**src/logic/rsm_pkg.sv**
```systemverilog
`default_nettype none
package rsm_pkg;

  // Clock rate and the missing-clock window.
  localparam int unsigned CLK_PERIOD_NS          = 20;
  localparam int unsigned GAP_TIMEOUT_NS         = 100000;
  localparam int unsigned GAP_TIMEOUT_CYCLES_DEF = GAP_TIMEOUT_NS / CLK_PERIOD_NS;
  localparam int unsigned GAP_CNT_W              = 16;
  localparam int unsigned GAP_HOLD_CYCLES        = 16;
  localparam int unsigned HOLD_CNT_W             = 5;

  // Register bus geometry and register byte offsets.
  localparam int unsigned ADDR_W      = 4;
  localparam int unsigned DATA_W      = 32;
  localparam logic [3:0]  CAUSE_OFS   = 4'h0;
  localparam logic [3:0]  REG_CTL_OFS = 4'h4;

  // Field positions in reset_cause_reg.
  localparam int unsigned CAUSE_PIN_BIT = 0;
  localparam int unsigned CAUSE_GAP_BIT = 2;
  localparam int unsigned CAUSE_CMP_BIT = 5;
  localparam int unsigned CAUSE_USB_BIT = 7;

  // Field positions in regulator_ctrl_reg.
  localparam int unsigned CTL_LOWPWR_BIT = 0;
  localparam int unsigned CTL_IRQEN_BIT  = 1;
  localparam int unsigned CTL_POL_BIT    = 5;
  localparam int unsigned CTL_STAT_BIT   = 6;
  localparam int unsigned CTL_VREG_BIT   = 7;

  // Reset values.
  localparam logic       GAP_EN_RST   = 1'b0;
  localparam logic       CMP_EN_RST   = 1'b0;
  localparam logic       USB_EN_RST   = 1'b0;
  localparam logic       IRQ_EN_RST   = 1'b0;
  localparam logic       POL_RST      = 1'b0;
  localparam logic       VREG_RST     = 1'b1;
  localparam logic       LOWPWR_RST   = 1'b0;
  localparam logic [3:0] CAUSE_RST    = 4'h0;
  localparam logic [3:0] SYNC_RST     = 4'h1;

  // Index of each source in the four-bit cause vector.
  localparam int unsigned SRC_PIN = 0;
  localparam int unsigned SRC_GAP = 1;
  localparam int unsigned SRC_CMP = 2;
  localparam int unsigned SRC_USB = 3;

  typedef enum logic [0:0] {RUN_S, HOLD_S} seq_state_t;

endpackage : rsm_pkg
`default_nettype wire

```
**src/logic/level_sync.sv**
```systemverilog
`timescale 1ns/1ps
`default_nettype none
module level_sync #(
  parameter int unsigned W         = 4,
  parameter logic [W-1:0] RESET_VAL = '0
) (
  input  wire logic         clk_in,
  input  wire logic         rst_n_in,
  input  wire logic [W-1:0] d_in,
  output var  logic [W-1:0] q_out
);

  logic [W-1:0] meta_r;

  // The first stage feeds only the second stage.
  always_ff @(posedge clk_in)
  begin
    if (!rst_n_in)
    begin
      meta_r <= RESET_VAL;
      q_out  <= RESET_VAL;
    end
    else
    begin
      meta_r <= d_in;
      q_out  <= meta_r;
    end
  end

endmodule : level_sync
`default_nettype wire

```
**src/logic/gap_timer.sv**
```systemverilog
`timescale 1ns/1ps
`default_nettype none
module gap_timer #(
  parameter int unsigned CNT_W   = 16,
  parameter int unsigned TIMEOUT = 5000
) (
  input  wire logic clk_in,
  input  wire logic rst_n_in,
  input  wire logic en_in,
  input  wire logic kick_in,
  output var  logic timeout_out
);

  localparam logic [CNT_W-1:0] LAST = CNT_W'(TIMEOUT - 1);

  logic [CNT_W-1:0] cnt_r;
  logic [CNT_W-1:0] cnt_nxt;
  wire  logic       expire_w;

  assign expire_w = en_in & ~kick_in & (cnt_r == LAST);

  // A disabled detector or a fresh edge restarts the window; expiry restarts it too.
  always_comb
  begin
    if (!en_in || kick_in || expire_w)
      cnt_nxt = '0;
    else
      cnt_nxt = cnt_r + CNT_W'(1);
  end

  always_ff @(posedge clk_in)
  begin
    if (!rst_n_in)
    begin
      cnt_r       <= '0;
      timeout_out <= 1'b0;
    end
    else
    begin
      cnt_r       <= cnt_nxt;
      timeout_out <= expire_w;
    end
  end

endmodule : gap_timer
`default_nettype wire

```
**src/logic/reset_source_and_vbus_monitor.sv**
```systemverilog
`timescale 1ns/1ps
`default_nettype none
module reset_source_and_vbus_monitor #(
  parameter int unsigned GAP_TIMEOUT_CYCLES = rsm_pkg::GAP_TIMEOUT_CYCLES_DEF
) (
  input  wire logic                       clk_in,
  input  wire logic                       rst_n_in,
  input  wire logic [rsm_pkg::ADDR_W-1:0] avs_address_in,
  input  wire logic                       avs_read_in,
  input  wire logic                       avs_write_in,
  input  wire logic [rsm_pkg::DATA_W-1:0] avs_writedata_in,
  input  wire logic [3:0]                 avs_byteenable_in,
  output var  logic [rsm_pkg::DATA_W-1:0] avs_readdata_out,
  output var  logic                       avs_waitrequest_out,
  input  wire logic                       ext_reset_n_in,
  input  wire logic                       sys_clock_in,
  input  wire logic                       comparator_out_in,
  input  wire logic                       bus_power_in,
  output var  logic                       sys_reset_n_out,
  output var  logic                       bus_power_irq_out,
  output var  logic                       regulator_enable_out,
  output var  logic                       regulator_low_power_sel_out
);

  import rsm_pkg::*;

  // Places the four cause flags at their positions in reset_cause_reg.
  function automatic logic [DATA_W-1:0] cause_word(input logic [3:0] flags);
    logic [DATA_W-1:0] w;
    w = '0;
    w[CAUSE_PIN_BIT] = flags[SRC_PIN];
    w[CAUSE_GAP_BIT] = flags[SRC_GAP];
    w[CAUSE_CMP_BIT] = flags[SRC_CMP];
    w[CAUSE_USB_BIT] = flags[SRC_USB];
    return w;
  endfunction : cause_word

  // True when the bus-power level equals the selected polarity.
  function automatic logic pol_match(input logic level, input logic pol);
    return level == pol;
  endfunction : pol_match

  // Places the regulator control fields at their positions in regulator_ctrl_reg.
  function automatic logic [DATA_W-1:0] ctl_word(input logic vreg,
                                                 input logic level,
                                                 input logic pol,
                                                 input logic irq_en,
                                                 input logic lowpwr);
    logic [DATA_W-1:0] w;
    w = '0;
    w[CTL_VREG_BIT]   = vreg;
    w[CTL_STAT_BIT]   = level;
    w[CTL_POL_BIT]    = pol;
    w[CTL_IRQEN_BIT]  = irq_en;
    w[CTL_LOWPWR_BIT] = lowpwr;
    return w;
  endfunction : ctl_word

  logic [3:0]            sync_w;
  logic                  gap_timeout_w;
  logic                  sys_clock_d_r;
  logic                  gap_en_r;
  logic                  cmp_en_r;
  logic                  usb_en_r;
  logic                  irq_en_r;
  logic                  pol_r;
  logic [3:0]            cause_r;
  logic [3:0]            cause_nxt;
  logic [3:0]            flags_r;
  logic [3:0]            flags_nxt;
  logic [HOLD_CNT_W-1:0] hold_cnt_r;
  logic [HOLD_CNT_W-1:0] hold_cnt_nxt;
  logic                  wait_r;
  seq_state_t            state_r;
  seq_state_t            state_nxt;

  wire logic             pin_level_w;
  wire logic             sys_clock_w;
  wire logic             cmp_level_w;
  wire logic             vbus_level_w;
  wire logic             sys_clock_rise_w;
  wire logic             pin_src_w;
  wire logic             gap_src_w;
  wire logic             cmp_src_w;
  wire logic             usb_src_w;
  wire logic             any_src_w;
  wire logic [3:0]       cause_now_w;
  wire logic             req_w;
  wire logic             first_w;
  wire logic             commit_w;
  wire logic             lane0_w;
  wire logic             hit_cause_w;
  wire logic             hit_ctl_w;
  wire logic             wr_cause_w;
  wire logic             wr_ctl_w;
  wire logic [DATA_W-1:0] ctl_word_w;
  wire logic [DATA_W-1:0] read_word_w;

  // Every outside level, including the watched clock, is sampled twice first.
  level_sync #(
    .W         (4),
    .RESET_VAL (SYNC_RST)
  ) u_sync (
    .clk_in   (clk_in),
    .rst_n_in (rst_n_in),
    .d_in     ({bus_power_in, comparator_out_in, sys_clock_in, ext_reset_n_in}),
    .q_out    (sync_w)
  );

  assign pin_level_w      = sync_w[0];
  assign sys_clock_w      = sync_w[1];
  assign cmp_level_w      = sync_w[2];
  assign vbus_level_w     = sync_w[3];
  assign sys_clock_rise_w = sys_clock_w & ~sys_clock_d_r;

  // The one-shot is retriggered by each rising edge of the watched clock.
  gap_timer #(
    .CNT_W   (GAP_CNT_W),
    .TIMEOUT (GAP_TIMEOUT_CYCLES)
  ) u_missing_clock_detector (
    .clk_in      (clk_in),
    .rst_n_in    (rst_n_in),
    .en_in       (gap_en_r),
    .kick_in     (sys_clock_rise_w),
    .timeout_out (gap_timeout_w)
  );

  // Reset sources. The pin is only ever an input here, so internal resets cannot disturb it.
  assign pin_src_w = ~pin_level_w;
  assign gap_src_w = gap_timeout_w | (hold_cnt_r != '0);
  assign cmp_src_w = cmp_en_r & ~cmp_level_w;
  assign usb_src_w = usb_en_r & pol_match(vbus_level_w, pol_r);
  assign any_src_w = pin_src_w | gap_src_w | cmp_src_w | usb_src_w;

  // Of simultaneous causes only the first by priority, pin first, is recorded, so the flags stay one-hot.
  assign cause_now_w = pin_src_w ? 4'h1 :
                       gap_src_w ? 4'h2 :
                       cmp_src_w ? 4'h4 :
                       usb_src_w ? 4'h8 : 4'h0;

  // A timeout is a single pulse, so it is stretched to give the system a usable reset.
  always_comb
  begin
    if (gap_timeout_w)
      hold_cnt_nxt = HOLD_CNT_W'(GAP_HOLD_CYCLES - 1);
    else if (hold_cnt_r != '0)
      hold_cnt_nxt = hold_cnt_r - HOLD_CNT_W'(1);
    else
      hold_cnt_nxt = '0;
  end

  always_comb
  begin
    state_nxt = state_r;
    cause_nxt = cause_r;
    flags_nxt = flags_r;
    unique case (state_r)
      RUN_S:
      begin
        if (any_src_w)
        begin
          state_nxt = HOLD_S;
          cause_nxt = cause_now_w;
        end
      end
      HOLD_S:
      begin
        if (!any_src_w)
        begin
          state_nxt = RUN_S;
          flags_nxt = cause_r;
        end
      end
    endcase
  end

  // Register bus: one wait cycle, then the answer stands for the accepting edge.
  assign req_w       = avs_read_in | avs_write_in;
  assign first_w     = req_w & wait_r;
  assign commit_w    = req_w & ~wait_r;
  assign lane0_w     = avs_byteenable_in[0];
  assign hit_cause_w = avs_address_in == CAUSE_OFS;
  assign hit_ctl_w   = avs_address_in == REG_CTL_OFS;
  assign wr_cause_w  = commit_w & avs_write_in & lane0_w & hit_cause_w;
  assign wr_ctl_w    = commit_w & avs_write_in & lane0_w & hit_ctl_w;

  assign ctl_word_w = ctl_word(regulator_enable_out,
                               vbus_level_w,
                               pol_r,
                               irq_en_r,
                               regulator_low_power_sel_out);

  // Unmapped addresses read as zero and ignore writes.
  assign read_word_w = hit_cause_w ? cause_word(flags_r) :
                       hit_ctl_w   ? ctl_word_w : '0;

  always_ff @(posedge clk_in)
  begin
    if (!rst_n_in)
    begin
      wait_r           <= 1'b1;
      avs_readdata_out <= '0;
    end
    else
    begin
      wait_r <= wait_r ? ~req_w : 1'b1;
      if (first_w && avs_read_in)
        avs_readdata_out <= read_word_w;
    end
  end

  assign avs_waitrequest_out = wait_r;

  // Writes to reset_cause_reg set source enables; the flags read back are untouched.
  always_ff @(posedge clk_in)
  begin
    if (!rst_n_in)
    begin
      gap_en_r <= GAP_EN_RST;
      cmp_en_r <= CMP_EN_RST;
      usb_en_r <= USB_EN_RST;
    end
    else if (wr_cause_w)
    begin
      gap_en_r <= avs_writedata_in[CAUSE_GAP_BIT];
      cmp_en_r <= avs_writedata_in[CAUSE_CMP_BIT];
      usb_en_r <= avs_writedata_in[CAUSE_USB_BIT];
    end
  end

  always_ff @(posedge clk_in)
  begin
    if (!rst_n_in)
    begin
      irq_en_r                    <= IRQ_EN_RST;
      pol_r                       <= POL_RST;
      regulator_enable_out        <= VREG_RST;
      regulator_low_power_sel_out <= LOWPWR_RST;
    end
    else if (wr_ctl_w)
    begin
      irq_en_r                    <= avs_writedata_in[CTL_IRQEN_BIT];
      pol_r                       <= avs_writedata_in[CTL_POL_BIT];
      regulator_enable_out        <= avs_writedata_in[CTL_VREG_BIT];
      regulator_low_power_sel_out <= avs_writedata_in[CTL_LOWPWR_BIT];
    end
  end

  // Flags change only on the way out of reset, so a read during reset still shows the previous cause.
  always_ff @(posedge clk_in)
  begin
    if (!rst_n_in)
    begin
      state_r <= RUN_S;
      cause_r <= CAUSE_RST;
      flags_r <= CAUSE_RST;
    end
    else
    begin
      state_r <= state_nxt;
      cause_r <= cause_nxt;
      flags_r <= flags_nxt;
    end
  end

  always_ff @(posedge clk_in)
  begin
    if (!rst_n_in)
    begin
      hold_cnt_r    <= '0;
      sys_clock_d_r <= 1'b0;
    end
    else
    begin
      hold_cnt_r    <= hold_cnt_nxt;
      sys_clock_d_r <= sys_clock_w;
    end
  end

  always_ff @(posedge clk_in)
  begin
    if (!rst_n_in)
    begin
      sys_reset_n_out   <= 1'b1;
      bus_power_irq_out <= 1'b0;
    end
    else
    begin
      sys_reset_n_out   <= state_nxt == RUN_S;
      bus_power_irq_out <= irq_en_r & pol_match(vbus_level_w, pol_r);
    end
  end

endmodule : reset_source_and_vbus_monitor
`default_nettype wire

```
**config.mk**
```make
export PLATFORM = sky130hd
export DESIGN_NAME = reset_source_and_vbus_monitor
export DESIGN_NICKNAME = d
export VERILOG_FILES = /design/src/logic/rsm_pkg.sv /design/src/logic/level_sync.sv /design/src/logic/gap_timer.sv /design/src/logic/reset_source_and_vbus_monitor.sv
export SDC_FILE = /design/constraint.sdc
export NUM_CORES = 1
export LEC_CHECK = 0
export ABC_AREA = 1
export BUFFER_PORTS_ARGS = -buffer_cell sky130_fd_sc_hd__buf_2
export CORE_ASPECT_RATIO = 1.4
export CORE_UTILIZATION = 35
export DETAILED_ROUTE_END_ITERATION = 10
export GPL_ROUTABILITY_DRIVEN = 0
export GPL_TIMING_DRIVEN = 0
export PLACE_DENSITY = 0.68
export SYNTH_ARGS = -nofsm -noshare
export SYNTH_HDL_FRONTEND = slang
export SYNTH_HIERARCHICAL = 1
export SYNTH_SLANG_ARGS = --single-unit
```
**constraint.sdc**
```tcl
create_clock -name clk_in -period 1.5 [get_ports clk_in]
set_clock_uncertainty 0.05 [all_clocks]
set_input_delay 0.225 -clock clk_in [delete_from_list [all_inputs] [get_ports clk_in]]
set_output_delay 0.225 -clock clk_in [all_outputs]
set_load 0.02 [all_outputs]
```
==> results summary <==
The fraction of power consumed by sequential logic came out at 0.578. The total routed wirelength came out at 4.86 mm. Along the worst path, the maximum fanout reaches 7. Dividing the synthesized area by the synthesized cell count gives 7.46 µm². The number of diodes is 0. The net load switching power is 0.682 mW. The clock tree from TritonCTS is done. The startpoint kind of the worst setup timing path is a flip-flop.

The flow ran to the end, and the final reports show no timing, DRC or antenna violations. The post-route setup TNS is 0 ns. The total of hold buffers inserted after clock tree synthesis came out at 0. The hold violation total from the final report came out at 0. The number of port buffers is 28.

The first global-routing pass estimated 8.27 mm of wire. The vertical extent of the die came out at 105 µm. The net total in the final layout came out at 471. The worst-skew pair later-pin latency came out at 0.33 ns.

The first-pass detailed-route iteration total came out at 5. The summed instance area of the synthesized netlist came out at 2670 µm². The count of endpoints failing setup in the final report came out at 0. The largest single stage delay on the critical path is 0.35 ns.

The total of warnings raised by yosys is 6. The number of DRC markers in iteration 0 is 61. The total overflow left after global routing is 0. The area fraction in compound gates after synthesis came out at 0.0642. The total power consumption of the routed design came out at 2.63 mW.

The critical path in this run is classified as reg -> reg. The clock power share came out at 0.330. From synthesis to final layout, the design area changed by 20.0%.

Of the synthesized area, sequential elements account for 0.420. The required time at the worst-slack endpoint is 1.67 ns. The via count of the first global-routing pass came to 2017.

The level count of the clock H-tree came out at 2. The xor/xnor share of the synthesized area came out at 0.0262. The sum of net half-perimeters after detailed placement came out at 3.73 mm. In the finished design, the share of the clock period the worst path needs comes to 0.976.

Traced cell by cell, the critical path runs through inv_2, ha_4, inv_2, nor2_4, nand3_4, nor2_4, nand3_4, a21oi_2, nor2_1. The max capacitance violation total is 0. In this run the power density over the cells is 822 nW/µm². Summing over every cut layer, the via total after detailed routing is 2208.

The worst vdd rail ir drop is 0.000412 V. The count of boundary I/O pins came out at 85. The detail-routed net length per standard cell is 9.38 µm.

Setup repair after global routing could not meet its margin everywhere. The cell sitting at the root of the clock tree is a sky130_fd_sc_hd__clkbuf_8. The minimum clock period came out at 1.46 ns.

The remaining design rule violation count is 0. The placement row count came out at 37. In this run the standard cell core region covers 7360 µm².

The clock-pin slew on the worst setup and hold paths came out at 0.10 ns. The cell internal power dissipation is 1.95 mW. The overall die width is 75.8 µm. The number of antenna violations at the first check in global routing is 0. The worst hold slack after final layout came out at 0.0358 ns. Among cell families on the critical path, the largest total delay comes from simple AND/OR/NAND/NOR gates. The slowest stage of the critical path belongs to the cell sky130_fd_sc_hd__dfxtp_2. The average via count per standard cell came out at 4.26. The fraction of the mapped netlist area in adder cells is 0.0141. STA classifies the critical path endpoint as a flip-flop. The overall track demand over capacity in global routing came out at 0.133. The floorplan die area came out at 7990 µm². The share of total power dissipated in combinational logic is 0.092.

Of the post-synthesis cell area, the part taken by muxes is 0. The number of buffers and inverters on the critical path is 2. The register bit total from synthesis is 56. The post-synthesis cell count came out at 358. The static leakage is 1.48 nW. The net switching fraction of the power came out at 0.259.

The worst setup slack after layout came out at 0.0354 ns. The worst min-delay path class is in -> reg. The clock buffer count from CTS is 5.

The number of slew-limit violations in the final report came to 0. STA puts the critical path data arrival time at 1.64 ns. The share of post-route cells with drive strength above 1 is 0.245. By area, the combinational part of the netlist is dominated by simple AND/OR/NAND/NOR gates.

The highest achievable clock rate came out at 683 MHz. Entering global routing, the biggest net connects 20 pins. For this configuration, the core starts out at a cell density of 0.363. The simple logic cell fraction of the synthesized area is 0.316. The worst-case setup slack after placement came out at 0.0282 ns. The number of antenna-violating nets in the routed design came out at 0. The clock sink total came out at 56. In this run the deepest clock path goes through 2 buffers. After synthesis, the netlist uses 31 different library cells.
[layout by cell type (no fill, tap or decap), types with 2 or more instances in the layout]
master	count
sky130_fd_sc_hd__a21oi_1	16
sky130_fd_sc_hd__a21oi_2	3
sky130_fd_sc_hd__a31oi_1	3
sky130_fd_sc_hd__buf_2	31
sky130_fd_sc_hd__buf_4	28
sky130_fd_sc_hd__clkbuf_8	5
sky130_fd_sc_hd__conb_1	26
sky130_fd_sc_hd__dfxtp_1	54
sky130_fd_sc_hd__inv_1	47
sky130_fd_sc_hd__inv_2	6
sky130_fd_sc_hd__nand2_1	74
sky130_fd_sc_hd__nand2_2	2
sky130_fd_sc_hd__nand3_1	14
sky130_fd_sc_hd__nand3_2	4
sky130_fd_sc_hd__nand3_4	4
sky130_fd_sc_hd__nand3b_1	2
sky130_fd_sc_hd__nand4_1	9
sky130_fd_sc_hd__nor2_1	49
sky130_fd_sc_hd__nor2_2	3
sky130_fd_sc_hd__nor2_4	7
sky130_fd_sc_hd__o21ai_0	7
sky130_fd_sc_hd__or2_1	2
sky130_fd_sc_hd__xnor2_1	5
sky130_fd_sc_hd__xor2_1	3
[path summary, 6_finish.rpt]
kind | from | to | slack, ns | cells past startpoint
worst max-delay path | hold_cnt_r[0] | cause_r[1] | 0.04 | 9
worst min register to register | u_sync/meta_r[2] | u_sync/q_out[2] | 0.36 | 2
worst max register to register | hold_cnt_r[0] | cause_r[1] | 0.04 | 9
worst min-delay path | ext_reset_n_in | u_sync/meta_r[0] | 0.04 | 3
[logic make-up (layout without fill, tap and decap cells)]
kind of cell / count (synthesis) / in the layout
other: 1 / 26
adders and majority gates: 3 / 3
AOI/OAI and AO/OA: 32 / 32
xor gates and xnor gates: 8 / 8
buffers and inverters: 84 / 122
and+or+nand+nor: 174 / 174
DFF: 56 / 56
[synthesized netlist by cell type]
master                     instances  area [µm²]
sky130_fd_sc_hd__nor2_1           49         184
sky130_fd_sc_hd__xor2_1            3        26.3
sky130_fd_sc_hd__nor2_4            6        67.6
sky130_fd_sc_hd__inv_2             2        7.51
sky130_fd_sc_hd__nand3b_1          2        15.0
sky130_fd_sc_hd__nand4_2           1        12.5
sky130_fd_sc_hd__buf_6             1        11.3
sky130_fd_sc_hd__conb_1            1        3.75
sky130_fd_sc_hd__or2_1             2        12.5
sky130_fd_sc_hd__o21ai_0           7        35.0
sky130_fd_sc_hd__nand3_2           3        30.0
sky130_fd_sc_hd__o21ai_1           1        5.00
sky130_fd_sc_hd__inv_1            51         191
sky130_fd_sc_hd__nand2_4           1        11.3
sky130_fd_sc_hd__and3_1            1        6.26
sky130_fd_sc_hd__clkbuf_1          1        3.75
sky130_fd_sc_hd__a22oi_1           1        7.51
sky130_fd_sc_hd__nor3_1            1        5.00
sky130_fd_sc_hd__o211a_1           1        10.0
sky130_fd_sc_hd__nor2_2            4        25.0
sky130_fd_sc_hd__nand4_1           9        56.3
sky130_fd_sc_hd__buf_4            26         195
sky130_fd_sc_hd__a21oi_1          19        95.1
sky130_fd_sc_hd__dfxtp_1          56        1120
sky130_fd_sc_hd__nand3_4           3        52.6
sky130_fd_sc_hd__nand3_1          16        80.1
sky130_fd_sc_hd__ha_1              3        37.5
sky130_fd_sc_hd__buf_2             3        15.0
sky130_fd_sc_hd__xnor2_1           5        43.8
sky130_fd_sc_hd__a31oi_1           3        18.8
sky130_fd_sc_hd__nand2_1          76         285
[worst reg2reg max path: stages, from the launching register on]
cell and delay (ns):
sky130_fd_sc_hd__dfxtp_2 0.35, sky130_fd_sc_hd__inv_2 0.07, sky130_fd_sc_hd__ha_4 0.13, sky130_fd_sc_hd__inv_2 0.04, sky130_fd_sc_hd__nor2_4 0.16, sky130_fd_sc_hd__nand3_4 0.10
sky130_fd_sc_hd__nor2_4 0.15, sky130_fd_sc_hd__nand3_4 0.13, sky130_fd_sc_hd__a21oi_2 0.14, sky130_fd_sc_hd__nor2_1 0.05
[flip-flops by register name (all words and copies together), names as in the netlist, 4 cells and up]
name / count
hold_cnt_r: 5
u_sync/meta_r: 4
u_sync/q_out: 4
flags_r: 4
u_missing_clock_detector/cnt_r: 16
cause_r: 4
avs_readdata_out: 6
[layer usage]
layer / part of all wire / up-vias / global-route usage
met1: 0.40 / 964 / 0.142
met5: 0 / - / 0
met4: 0.019 / 0 / 0.0463
li1: - / 1184 / -
met2: 0.53 / 51 / 0.245
met3: 0.043 / 9 / 0.0325
[what timing repair did]
item,in CTS,in global routing
buffers inserted,0,2
endpoints found under the setup margin,0,17
gates resized for setup,0,20
[power groups by stage]
stage               Clock [mW]  Sequential (mW)  Combinational [mW]
detailed placement           0             1.56               0.234
global route             0.958             1.53               0.274
global placement             0             1.56               0.233
floorplan                    0             1.56               0.184
finish                   0.871             1.52               0.242
CTS                      0.889             1.52               0.235
[area by class of cell]
cell class,count,area [µm²]
plain buffers,31,225
clock buffers,5,68.8
clock inverters,3,27.5
fillers,760,4160
inverters,53,199
multi-input cells,243,1280
flip-flops and latches,56,1130
well taps,97,121
repair buffers,30,155
[through the flow]
stage          instance area, µm²  instances  utilization
2_1_floorplan                2770        383            -
6_report                     3210        518        0.435
3_3_place_gp                 3030        508        0.411
3_5_place_dp                 3030        508        0.411
4_1_cts                      3120        516        0.424
5_1_grt                      3210        518        0.435
Note: power is estimated with default switching activity, not from simulation.
